===== config.mk =====
export PLATFORM = sky130hd
export DESIGN_NAME = foc_top
export DESIGN_NICKNAME = d
export VERILOG_FILES = /design/src/verilog/foc_pkg.sv /design/src/verilog/foc_top.sv
export VERILOG_INCLUDE_DIRS = /design/src /design/src/verilog
export SDC_FILE = /design/constraint.sdc
export NUM_CORES = 1
export LEC_CHECK = 0
export BUFFER_PORTS_ARGS = -buffer_cell sky130_fd_sc_hd__buf_4
export CAP_MARGIN = 0
export CORE_MARGIN = 2
export CORE_UTILIZATION = 30
export DETAILED_ROUTE_END_ITERATION = 10
export PLACE_DENSITY = 0.47
export SYNTH_ARGS = -nofsm -noshare
export SYNTH_HDL_FRONTEND = slang
export SYNTH_SLANG_ARGS = --single-unit

===== constraint.sdc =====
create_clock -name mclk -period 6.3 [get_ports mclk]
set_clock_uncertainty 0.15 [all_clocks]
set_input_delay 0.315 -clock mclk [delete_from_list [all_inputs] [get_ports mclk]]
set_output_delay 0.315 -clock mclk [all_outputs]
set_load 0.01 [all_outputs]

===== src/verilog/foc_cfg.svh =====
// Purpose: offsets, field positions, reset values for the fractional channel config block
// Assumes: register index is the printed register number, 16-bit words
// Notes:   definitions only
`ifndef FOC_CFG_SVH
`define FOC_CFG_SVH

// ----------------------------------------------------------------
// register indices
// ----------------------------------------------------------------
`define FOC_ADDR_W        5
`define FOC_A_CTRL        5'h09
`define FOC_A_DIV         5'h0a
`define FOC_A_FRAC        5'h0b
`define FOC_B_CTRL        5'h0c
`define FOC_B_DIV         5'h0d
`define FOC_B_FRAC        5'h0e

// ----------------------------------------------------------------
// control word fields
// ----------------------------------------------------------------
`define FOC_SRC_HI        14
`define FOC_SRC_LO        13
`define FOC_PRE_HI        12
`define FOC_PRE_LO        10
`define FOC_FRAC_ON       9
`define FOC_EDGE_RATE     8
`define FOC_NEG_ON        7
`define FOC_POS_ON        6
`define FOC_DRV_HI        4
`define FOC_DRV_LO        3
`define FOC_OUT_HI        2
`define FOC_OUT_LO        1
`define FOC_SUPPLY        0

// ----------------------------------------------------------------
// divider word fields
// ----------------------------------------------------------------
`define FOC_IDIV_HI       11
`define FOC_IDIV_LO       4
`define FOC_FHI_HI        3
`define FOC_FHI_LO        0

// ----------------------------------------------------------------
// reset values and writable masks
// ----------------------------------------------------------------
`define FOC_CTRL_RST      16'h0000
`define FOC_DIV_RST       16'h0000
`define FOC_FRAC_RST      16'h0000
`define FOC_CTRL_MASK     16'h7fdf
`define FOC_DIV_MASK      16'h0fff
`define FOC_FRAC_MASK     16'hffff

`endif


===== src/verilog/foc_pkg.sv =====
// Purpose: shared types of the fractional channel config block
// Assumes: nothing
// Notes:   codes match the control word encodings
`default_nettype none
package foc_pkg;

  typedef enum logic [1:0] {
    FOC_SRC_PLL  = 2'b00,
    FOC_SRC_PRI  = 2'b01,
    FOC_SRC_SEC  = 2'b10,
    FOC_SRC_PLL2 = 2'b11
  } foc_src_e;

  typedef enum logic [1:0] {
    FOC_DRV_LVDS  = 2'b00,
    FOC_DRV_LVDS2 = 2'b01,
    FOC_DRV_CMOS  = 2'b10,
    FOC_DRV_HCSL  = 2'b11
  } foc_drv_e;

  typedef enum logic [1:0] {
    FOC_OUT_OFF  = 2'b00,
    FOC_OUT_RUN  = 2'b01,
    FOC_OUT_LOW  = 2'b10,
    FOC_OUT_HIGH = 2'b11
  } foc_out_e;

  typedef struct packed {
    logic        en;
    logic [4:0]  addr;
    logic [15:0] data;
  } foc_wr_s;

  typedef struct packed {
    foc_drv_e driver_type;
    logic     edge_rate;
    logic     pos_on;
    logic     neg_on;
    logic     supply_level;
  } foc_drv_s;

endpackage
`default_nettype wire


===== src/verilog/foc_top.sv =====
// Purpose: config words and clock path of two fractional output channels (a, b)
// Assumes: source clocks are slow enough to be oversampled by mclk
// Notes:   both edges of the source count, so odd ratios keep 50% duty
//          reserved prescale codes run as divide by 1
`include "foc_cfg.svh"
`timescale 1ns/1ps
`default_nettype none

// Functional notes
// - source code 00 or 11 picks pll, 01 primary input, 10 secondary input.
// - prescale code 000 divides by 2, 001 by 3, 111 by 1.
// - channel a prescaler bypassed while its fraction enable is clear.
// - channel b prescaler bypassed while its fraction enable is clear.
// - one control bit turns the fractional divider off at 0, on at 1.
// - output state 00 off, 01 divided clock, 10 static low, 11 static high.
// - integer field bits 11..4 divides by programmed value plus one.
// - 20-bit fraction: top four bits in divider word, low sixteen next word.
// - driver type 00/01 low-swing differential, 10 cmos, 11 hcsl.
// - negative single-ended output only enabled while positive side enabled.
// - one bit enables the positive single-ended output when set.
// - one bit selects normal edge rate at 0, slow at 1.
// - channel b control word has the same layout as channel a.
module foc_top (
  input  wire logic            mclk,
  input  wire logic            rst_n,
  input  wire logic            pll_clk,
  input  wire logic            pri_clk,
  input  wire logic            sec_clk,
  input  wire foc_pkg::foc_wr_s wr,
  input  wire logic [4:0]      rd_addr,
  output logic [15:0]          rd_data,
  output logic                 chan_a_clk,
  output logic                 chan_a_oe,
  output foc_pkg::foc_drv_s    chan_a_drv,
  output logic                 chan_b_clk,
  output logic                 chan_b_oe,
  output foc_pkg::foc_drv_s    chan_b_drv
);

  // ----------------------------------------------------------------
  // helpers
  // ----------------------------------------------------------------
  // events per prescale half-period minus one; reserved codes run as /1
  function automatic logic [1:0] pre_last(input logic [2:0] code, input logic frac_on);
    logic [1:0] r;
    r = 2'h0;
    if (frac_on) begin
      unique case (code)
        3'h0:    r = 2'h1;
        3'h1:    r = 2'h2;
        default: r = 2'h0;
      endcase
    end
    return r;
  endfunction

  function automatic logic src_event(input logic [1:0] sel, input logic [2:0] ev);
    logic r;
    r = ev[0];
    unique case (sel)
      2'b01:   r = ev[1];
      2'b10:   r = ev[2];
      default: r = ev[0];
    endcase
    return r;
  endfunction

  function automatic foc_pkg::foc_drv_s drive_of(input logic [15:0] ctl);
    foc_pkg::foc_drv_s d;
    d.driver_type  = foc_pkg::foc_drv_e'(ctl[`FOC_DRV_HI:`FOC_DRV_LO]);
    d.edge_rate    = ctl[`FOC_EDGE_RATE];
    d.pos_on       = ctl[`FOC_POS_ON];
    d.neg_on       = ctl[`FOC_NEG_ON] & ctl[`FOC_POS_ON];
    d.supply_level = ctl[`FOC_SUPPLY];
    return d;
  endfunction

  // ----------------------------------------------------------------
  // configuration words
  // ----------------------------------------------------------------
  logic [15:0] ctrl_reg [2];
  logic [15:0] div_reg  [2];
  logic [15:0] frac_reg [2];

  // reserved bits are dropped on write so they always read zero
  always_ff @(posedge mclk or negedge rst_n) begin
    if (!rst_n) begin
      ctrl_reg[0] <= `FOC_CTRL_RST;
      ctrl_reg[1] <= `FOC_CTRL_RST;
      div_reg[0]  <= `FOC_DIV_RST;
      div_reg[1]  <= `FOC_DIV_RST;
      frac_reg[0] <= `FOC_FRAC_RST;
      frac_reg[1] <= `FOC_FRAC_RST;
    end else if (wr.en) begin
      unique case (wr.addr)
        `FOC_A_CTRL: ctrl_reg[0] <= wr.data & `FOC_CTRL_MASK;
        `FOC_B_CTRL: ctrl_reg[1] <= wr.data & `FOC_CTRL_MASK;
        `FOC_A_DIV:  div_reg[0]  <= wr.data & `FOC_DIV_MASK;
        `FOC_B_DIV:  div_reg[1]  <= wr.data & `FOC_DIV_MASK;
        `FOC_A_FRAC: frac_reg[0] <= wr.data & `FOC_FRAC_MASK;
        `FOC_B_FRAC: frac_reg[1] <= wr.data & `FOC_FRAC_MASK;
        default:     ;
      endcase
    end
  end

  always_ff @(posedge mclk or negedge rst_n) begin
    if (!rst_n) begin
      rd_data <= 16'h0000;
    end else begin
      unique case (rd_addr)
        `FOC_A_CTRL: rd_data <= ctrl_reg[0];
        `FOC_B_CTRL: rd_data <= ctrl_reg[1];
        `FOC_A_DIV:  rd_data <= div_reg[0];
        `FOC_B_DIV:  rd_data <= div_reg[1];
        `FOC_A_FRAC: rd_data <= frac_reg[0];
        `FOC_B_FRAC: rd_data <= frac_reg[1];
        default:     rd_data <= 16'h0000;
      endcase
    end
  end

  // ----------------------------------------------------------------
  // source sampling
  // ----------------------------------------------------------------
  // index 0 pll, 1 primary, 2 secondary
  logic [2:0] s1_reg;
  logic [2:0] s2_reg;
  logic [2:0] s3_reg;
  logic [2:0] lvl_reg;
  logic [2:0] lvl_next;
  logic [2:0] src_ev;

  always_ff @(posedge mclk or negedge rst_n) begin
    if (!rst_n) begin
      s1_reg <= 3'h0;
      s2_reg <= 3'h0;
      s3_reg <= 3'h0;
    end else begin
      s1_reg <= {sec_clk, pri_clk, pll_clk};
      s2_reg <= s1_reg;
      s3_reg <= s2_reg;
    end
  end

  // a level counts only once stages two and three agree
  always_comb begin
    lvl_next = lvl_reg;
    for (int i = 0; i < 3; i++) begin
      if (s2_reg[i] == s3_reg[i]) begin
        lvl_next[i] = s3_reg[i];
      end
    end
  end

  always_ff @(posedge mclk or negedge rst_n) begin
    if (!rst_n) begin
      lvl_reg <= 3'h0;
    end else begin
      lvl_reg <= lvl_next;
    end
  end

  assign src_ev = lvl_next ^ lvl_reg;

  // ----------------------------------------------------------------
  // per-channel dividers
  // ----------------------------------------------------------------
  logic [1:0]  ch_clk;
  logic [1:0]  ch_oe;
  foc_pkg::foc_drv_s ch_drv [2];

  for (genvar c = 0; c < 2; c++) begin : g_ch
    logic [1:0]  pre_cnt_reg;
    logic [7:0]  div_cnt_reg;
    logic [19:0] acc_reg;
    logic        extra_reg;
    logic        half_reg;
    logic        clk_reg;
    logic        oe_reg;
    foc_pkg::foc_drv_s drv_reg;
    logic        frac_on;
    logic        ev_in;
    logic        pre_ev;
    logic        wrap;
    logic        at_end;
    logic [19:0] frac;
    logic [20:0] acc_sum;
    logic [7:0]  idiv;
    foc_pkg::foc_out_e ostate;

    assign frac_on = ctrl_reg[c][`FOC_FRAC_ON];
    assign ev_in   = src_event(ctrl_reg[c][`FOC_SRC_HI:`FOC_SRC_LO], src_ev);
    // >= so a counter left above a newly written setting ends at once
    assign pre_ev  = ev_in &&
                     (pre_cnt_reg >= pre_last(ctrl_reg[c][`FOC_PRE_HI:`FOC_PRE_LO], frac_on));
    assign idiv    = div_reg[c][`FOC_IDIV_HI:`FOC_IDIV_LO];
    assign frac    = {div_reg[c][`FOC_FHI_HI:`FOC_FHI_LO], frac_reg[c]};
    // half-period is idiv+1 events, one more when the fraction carried
    assign at_end  = pre_ev && (div_cnt_reg >= idiv);
    assign wrap    = at_end && !extra_reg;
    assign acc_sum = {1'b0, acc_reg} + {1'b0, frac};
    assign ostate  = foc_pkg::foc_out_e'(ctrl_reg[c][`FOC_OUT_HI:`FOC_OUT_LO]);

    always_ff @(posedge mclk or negedge rst_n) begin
      if (!rst_n) begin
        pre_cnt_reg <= 2'h0;
      end else if (pre_ev) begin
        pre_cnt_reg <= 2'h0;
      end else if (ev_in) begin
        pre_cnt_reg <= pre_cnt_reg + 2'h1;
      end
    end

    // counter holds at its end value while extra_reg spends the carried event
    always_ff @(posedge mclk or negedge rst_n) begin
      if (!rst_n) begin
        div_cnt_reg <= 8'h00;
      end else if (wrap) begin
        div_cnt_reg <= 8'h00;
      end else if (pre_ev && !at_end) begin
        div_cnt_reg <= div_cnt_reg + 8'h01;
      end
    end

    // set only on a wrap, cleared only on an end without wrap: never both
    always_ff @(posedge mclk or negedge rst_n) begin
      if (!rst_n) begin
        extra_reg <= 1'b0;
      end else if (wrap) begin
        extra_reg <= frac_on & acc_sum[20];
      end else if (at_end) begin
        extra_reg <= 1'b0;
      end
    end

    // fraction is taken only when enabled; accumulator clears otherwise
    always_ff @(posedge mclk or negedge rst_n) begin
      if (!rst_n) begin
        acc_reg <= 20'h00000;
      end else if (!frac_on) begin
        acc_reg <= 20'h00000;
      end else if (wrap) begin
        acc_reg <= acc_sum[19:0];
      end
    end

    always_ff @(posedge mclk or negedge rst_n) begin
      if (!rst_n) begin
        half_reg <= 1'b0;
      end else if (wrap) begin
        half_reg <= ~half_reg;
      end
    end

    // static levels keep oe high; only code 00 leaves the pin undriven
    always_ff @(posedge mclk or negedge rst_n) begin
      if (!rst_n) begin
        clk_reg <= 1'b0;
      end else begin
        unique case (ostate)
          foc_pkg::FOC_OUT_OFF:  clk_reg <= 1'b0;
          foc_pkg::FOC_OUT_RUN:  clk_reg <= half_reg;
          foc_pkg::FOC_OUT_LOW:  clk_reg <= 1'b0;
          foc_pkg::FOC_OUT_HIGH: clk_reg <= 1'b1;
        endcase
      end
    end

    always_ff @(posedge mclk or negedge rst_n) begin
      if (!rst_n) begin
        oe_reg <= 1'b0;
      end else begin
        oe_reg <= (ostate != foc_pkg::FOC_OUT_OFF);
      end
    end

    always_ff @(posedge mclk or negedge rst_n) begin
      if (!rst_n) begin
        drv_reg <= '0;
      end else begin
        drv_reg <= drive_of(ctrl_reg[c]);
      end
    end

    assign ch_clk[c] = clk_reg;
    assign ch_oe[c]  = oe_reg;
    assign ch_drv[c] = drv_reg;
  end

  // ----------------------------------------------------------------
  // outputs
  // ----------------------------------------------------------------
  assign chan_a_clk = ch_clk[0];
  assign chan_a_oe  = ch_oe[0];
  assign chan_a_drv = ch_drv[0];
  assign chan_b_clk = ch_clk[1];
  assign chan_b_oe  = ch_oe[1];
  assign chan_b_drv = ch_drv[1];

endmodule
`default_nettype wire


Word level (Yosys, flattened, before mapping):

Cells that the tools add are included.
W data, S select, Z words.

* output and inout port bits: 32
* register bits after elaboration: 192
* word-level logic and storage cells: 141
* input port bits: 32

* equal/unequal tests: 29
* $lt $le $gt $ge: 4
* reductions and logical operators: 32
* add/sub/neg operators: 6
* muxes and demuxes: 28
* bitwise operators: 7

Operators by type and width (count)
* $pmux W16 S6: 1
* $mux W20: 4
* $eq A5 B4 Y1 const B: 12
* $add A20 B20 Y21: 2
* $mux W8: 4
* $add A8 B1 Y8 const B: 2
* $ge A8 B8 Y1: 2
* $reduce_bool A2 Y1: 8
* $eq A2 B2 Y1 const B: 6
* $mux W2: 6
* $reduce_and A2 Y1: 6
* $eq A2 B1 Y1 const B: 4
* $logic_and A1 B1 Y1: 8
* $pmux W2 S2: 2
* $mux W1: 7
* $eq A3 B1 Y1 const B: 2
* $logic_not A3 Y1: 2
* $pmux W1 S3: 2
* $add A2 B1 Y2 const B: 2
* $and A1 B1 Y1: 4
* $ge A2 B2 Y1: 2
* $logic_not A1 Y1: 4
* $logic_not A2 Y1: 2
* $ne A2 B1 Y1 const B: 2
* other kinds (5): 10

Depth between registers and ports, before layout:

* depth after elaboration: 10
* depth in mapped cells: 13
* mapped depth without buffers: 11

Worst setup path after synthesis:

Ideal clock, no wire load.

* path type: register to register
* start point: register frac_reg[16] (netlist bit)
* end point: register g_ch[0].acc_reg[18]
* slack: 3.535 ns
* cell stages (with the launch flop): 10
* data arrival time: 2.545 ns
* buffers on the path: 0
* period minus slack after synthesis: 2.765 ns
* cell sequence: dfrtp_1 -> ha_1 -> fa_1 -> a21o_1 -> a311oi_1 -> or4b_1 -> and2_1 -> o21ai_0 -> or4_1 -> nand3_1

* cells in the longest elaborated chain, start to end: 3

RTL lines
* start, declared: line foc_top.sv:83 `logic [15:0] frac_reg [2];`
* $add A20 B20 Y21: line foc_top.sv:202 `assign acc_sum = {1'b0, acc_reg} + {1'b0, frac};`
* $mux W20: line foc_top.sv:243 `end else if (wrap) begin`
* $mux W20: line foc_top.sv:241 `end else if (!frac_on) begin`
* end signal, assigned: line foc_top.sv:244 `acc_reg <= acc_sum[19:0];`
* end, declared: line foc_top.sv:176 `logic [19:0] acc_reg;`

Every way passes these cells. The select of a mux whose other input is x is not followed.
A chain may end at the register's enable or synchronous reset.

Worst setup path after layout:

* start point: register ctrl_reg[9] (netlist bit)
* end point: register g_ch[1].acc_reg[9]

* cells in the longest elaborated chain, start to end: 6
* elaborated cells on any way between the ends: 7
* those cells by class: 1 x order compare; 1 x eq/ne; 2 x mux; 3 x reduce/logical

RTL lines
* start, declared: line foc_top.sv:81 `logic [15:0] ctrl_reg [2];`
* $mux W2: line foc_top.sv:47 `if (frac_on) begin`
* $ge A2 B2 Y1: line foc_top.sv:196 `` (pre_cnt_reg >= pre_last(ctrl_reg[c][`FOC_PRE_HI:`FOC_PRE_LO], frac_on)); ``
* $logic_and A1 B1 Y1: line foc_top.sv:195 `assign pre_ev = ev_in &&`
* $logic_and A1 B1 Y1: line foc_top.sv:200 `assign at_end = pre_ev && (div_cnt_reg >= idiv);`
* $logic_and A1 B1 Y1: line foc_top.sv:201 `assign wrap = at_end && !extra_reg;`
* $ne A2 B1 Y1 (no line)
* end signal, assigned: line foc_top.sv:244
* end, declared: line foc_top.sv:176

Parallel ways exist; a longest one is shown, timed or not.

==> metrics <==
crit path max fanout=29; Tot GR Track Use=15.7%; DR vias/cell=5.04; Placement Cell Area=11000 um2; sequential area share after synthesis=47.9%; hold wc startpoint=wr[1]; Reg area=4800 um2; Max IR drop VDD=0.209 mV; crit path kind=reg2reg; CTS Buffer Depth=2; Yosys warnings=0; grt ovf=0; CP Launch Point=ctrl_reg[9]; Reg-to-Reg Start=ctrl_reg[9]; Max Cap Viol=0; ANT cells=0; io pins=64; outcome=finished clean; final cycle utilization of the critical path=54.1%; CTS tree=yes; area occupied by multi-input gates=5000 um2; Syn Nets=1010; initial DRC count=459; clk_lat worst skew=0.45 ns; final wirelength=26600 um; dpl ws=2.81 ns; largest net degree at the start of global routing=73; hold buffer count at cts=16; Slew headroom=22.1%; Post-CTS Setup Inserts=0; row count=66; die width=187 um; #FFs+latches synth=192; fillcell total=3273; reg2reg end=g_ch[1].acc_reg[9]; FFs w/ async S/R, synth=100%; multiplexer share of the synthesized area=9.43%; EDFF count, synth=0; largest cells by area after synthesis=dfrtp_1, mux2_2, ha_1; Hold Path Class=in2reg; WL/cell=18.4 um; dominant synthesized flop cell=dfrtp_1; layout cells sized above 1=20.5%; Antenna Violating Nets Remaining=0; Tmin final=3.41 ns; Hold Path End=div_reg[1]; first-pass GRT wire length=42800 um; Leakage=5.56 nW; Synth Area per Inst=11.0 um2; Clock Pin Slew Worst Setup and Hold Paths=0.08 ns; nets=1087; drc violations=0; main combinational cell family by area after synthesis=compound AO/OA/AOI/OAI gates; Root Driver=clkbuf_16; Placeable Area=32800 um2; CP Capture Type=register; Adder-Cell Fraction of Synth Area=8.82%; Placer Congestion=0.784; max FFs per register=40; die height=187 um; die area=34900 um2; initial core utilization=30.6%; library cells used by synthesis=74; Worst Max-Slew Pin Slew=1.17 ns; Compound-Gate Fraction of Synth Area=15.6%; final critical-path setup slack=2.89 ns; Post-Synth Simple-Gate Area=11.9%; Mapped Area=10000 um2; setup TNS=0 ns; Hold Crit Depth=2; number of cells on the worst reg-to-reg path=9; Max Slew Vio Count=0; PwrDens=293 nW/um2; Final HPWL DP=19300 um; Layout area overhead=17.5%; TritonRoute pass-1 iters=4; Final setup viols=0; vias in the first global route=7388; initial antenna violation count=0; Worst R2R Setup Slack=2.89 ns; Final Hold Fails=0; Sink Count=192; PnR Total Power=0.00346 W; CTS buffer count=17; Startpoint Class=register; share of Yosys cell area claimed by the top area cell type=47.9%; H-tree Lvls=4; vias=7267; Buffers on Ports=63; Post-Syn Instances=910; fmax=293 MHz; Worst EP arrival=3.62 ns; Post-CTS Resized=0; cell taking the most area after synthesis=dfrtp_1; post-route cell area=11800 um2; post-synthesis xor/xnor area fraction=3.66%; Critical Path RT=6.51 ns; RSZ-0062 raised after global routing=no
routing by layer:
metal	vias up	wire length (um)	global-route usage (%)	share of wire (%)
met1	3673	13000	21.6	49
met4	0	384	4.40	1.4
met5	-	0	0	0
met3	23	463	2.42	1.7
li1	3502	-	-	-
met2	69	12700	25.7	48
logic make-up (layout without fill, tap and decap cells):
logic type / Yosys count / count (layout)
AOI/OAI and AO/OA: 231 / 231
xor gates and xnor gates: 42 / 42
adders and majority gates: 70 / 70
buffers and inverters: 63 / 153
DFF: 192 / 192
muxes: 85 / 85
and+or+nand+nor: 227 / 227
area by class of cell:
type | instances | share of cell area [%]
Multi-Input combinational cell | 655 | 42.4
Sequential cell | 192 | 40.7
Timing Repair Buffer | 91 | 6.18
Tap cell | 442 | 4.69
Clock buffer | 17 | 3.61
Clock inverter | 15 | 1.44
Inverter | 30 | 0.954
critical path, stage by stage, from the launching register on:
cell and delay [ns]:
dfrtp_1 0.94, nand2_1 0.12, nor2_1 0.14, ha_1 0.13, nand2b_1 0.09, a21oi_1 0.10, or3b_1 0.50, nor2_4 0.72
nand2_4 0.19, o22ai_1 0.24
synth_stat cells (5+ instances only):
cell      instances
a21o_1           23
nor3_1            9
mux2i_1           8
nor2_1           30
inv_1            30
ha_1             66
o21ai_0          43
xor2_1           21
dfrtp_1         192
nor2b_1          12
nand4_1           8
o31ai_1           6
nand3_1          32
o22ai_1           8
a22oi_1          41
a21boi_0         12
a31oi_1           7
or3_1             5
o21bai_1          6
clkbuf_1         24
o211ai_1          8
and3_1            9
nand2_1          75
xnor2_1          21
mux2_2           77
and2_1            9
o21a_1            6
nand2b_1          7
a21oi_1          36
stage by stage:
| step | utilization (%) | hold WS [ns] | std cells |
|---|---|---|---|
| 3_5_place_dp | 33.7 | 0.163 | 1394 |
| 2_1_floorplan | - | -0.131 | 910 |
| 3_3_place_gp | 33.7 | 0.164 | 1394 |
| 4_1_cts | 36.0 | 0.00901 | 1442 |
| 6_report | 36.0 | 0.0310 | 1442 |
| 5_1_grt | 36.0 | 0.0127 | 1442 |
power by group:
group | leakage [nW] | switching [W] | total, W | internal [W]
Clock | 0.292 | 0.000540 | 0.00111 | 0.000568
Sequential | 2.51 | 0.000201 | 0.00161 | 0.00141
Combinational | 2.75 | 0.000397 | 0.000737 | 0.000339
Total | 5.56 | 0.00114 | 0.00346 | 0.00232
worst max-delay path by stage:
stage | to | slack (ns)
3_3_place_gp | g_ch[1].acc_reg[15] | 2.90
2_1_floorplan | g_ch[0].acc_reg[18] | 3.54
6_report | g_ch[1].acc_reg[9] | 2.89
3_5_place_dp | g_ch[1].acc_reg[14] | 2.81
5_1_grt | g_ch[1].acc_reg[16] | 2.60
4_1_cts | g_ch[1].acc_reg[9] | 2.80
placed cells by master (no fill, tap or decap), types with 4 or more instances in the layout:
| cell | n |
|---|---|
| o31ai_1 | 6 |
| nand2b_1 | 7 |
| nand2_1 | 75 |
| ha_1 | 66 |
| xor2_1 | 21 |
| nand4_1 | 8 |
| xnor2_1 | 21 |
| buf_4 | 74 |
| nand3b_1 | 4 |
| and2_1 | 9 |
| inv_1 | 30 |
| inv_8 | 6 |
| dfrtp_1 | 192 |
| nor2_1 | 30 |
| nor2b_1 | 12 |
| a22oi_1 | 41 |
| nand3_1 | 32 |
| dlygate4sd3_1 | 16 |
| mux2i_1 | 8 |
| a21oi_1 | 36 |
| or3_1 | 5 |
| mux2_2 | 77 |
| and3_1 | 9 |
| clkbuf_16 | 17 |
| o21bai_1 | 6 |
| o21ai_0 | 43 |
| o211ai_1 | 8 |
| o21a_1 | 6 |
| o22ai_1 | 8 |
| a21o_1 | 23 |
| a31oi_1 | 7 |
| a21boi_0 | 12 |
| nor3_1 | 6 |
Power figures use the tool's default switching activity.
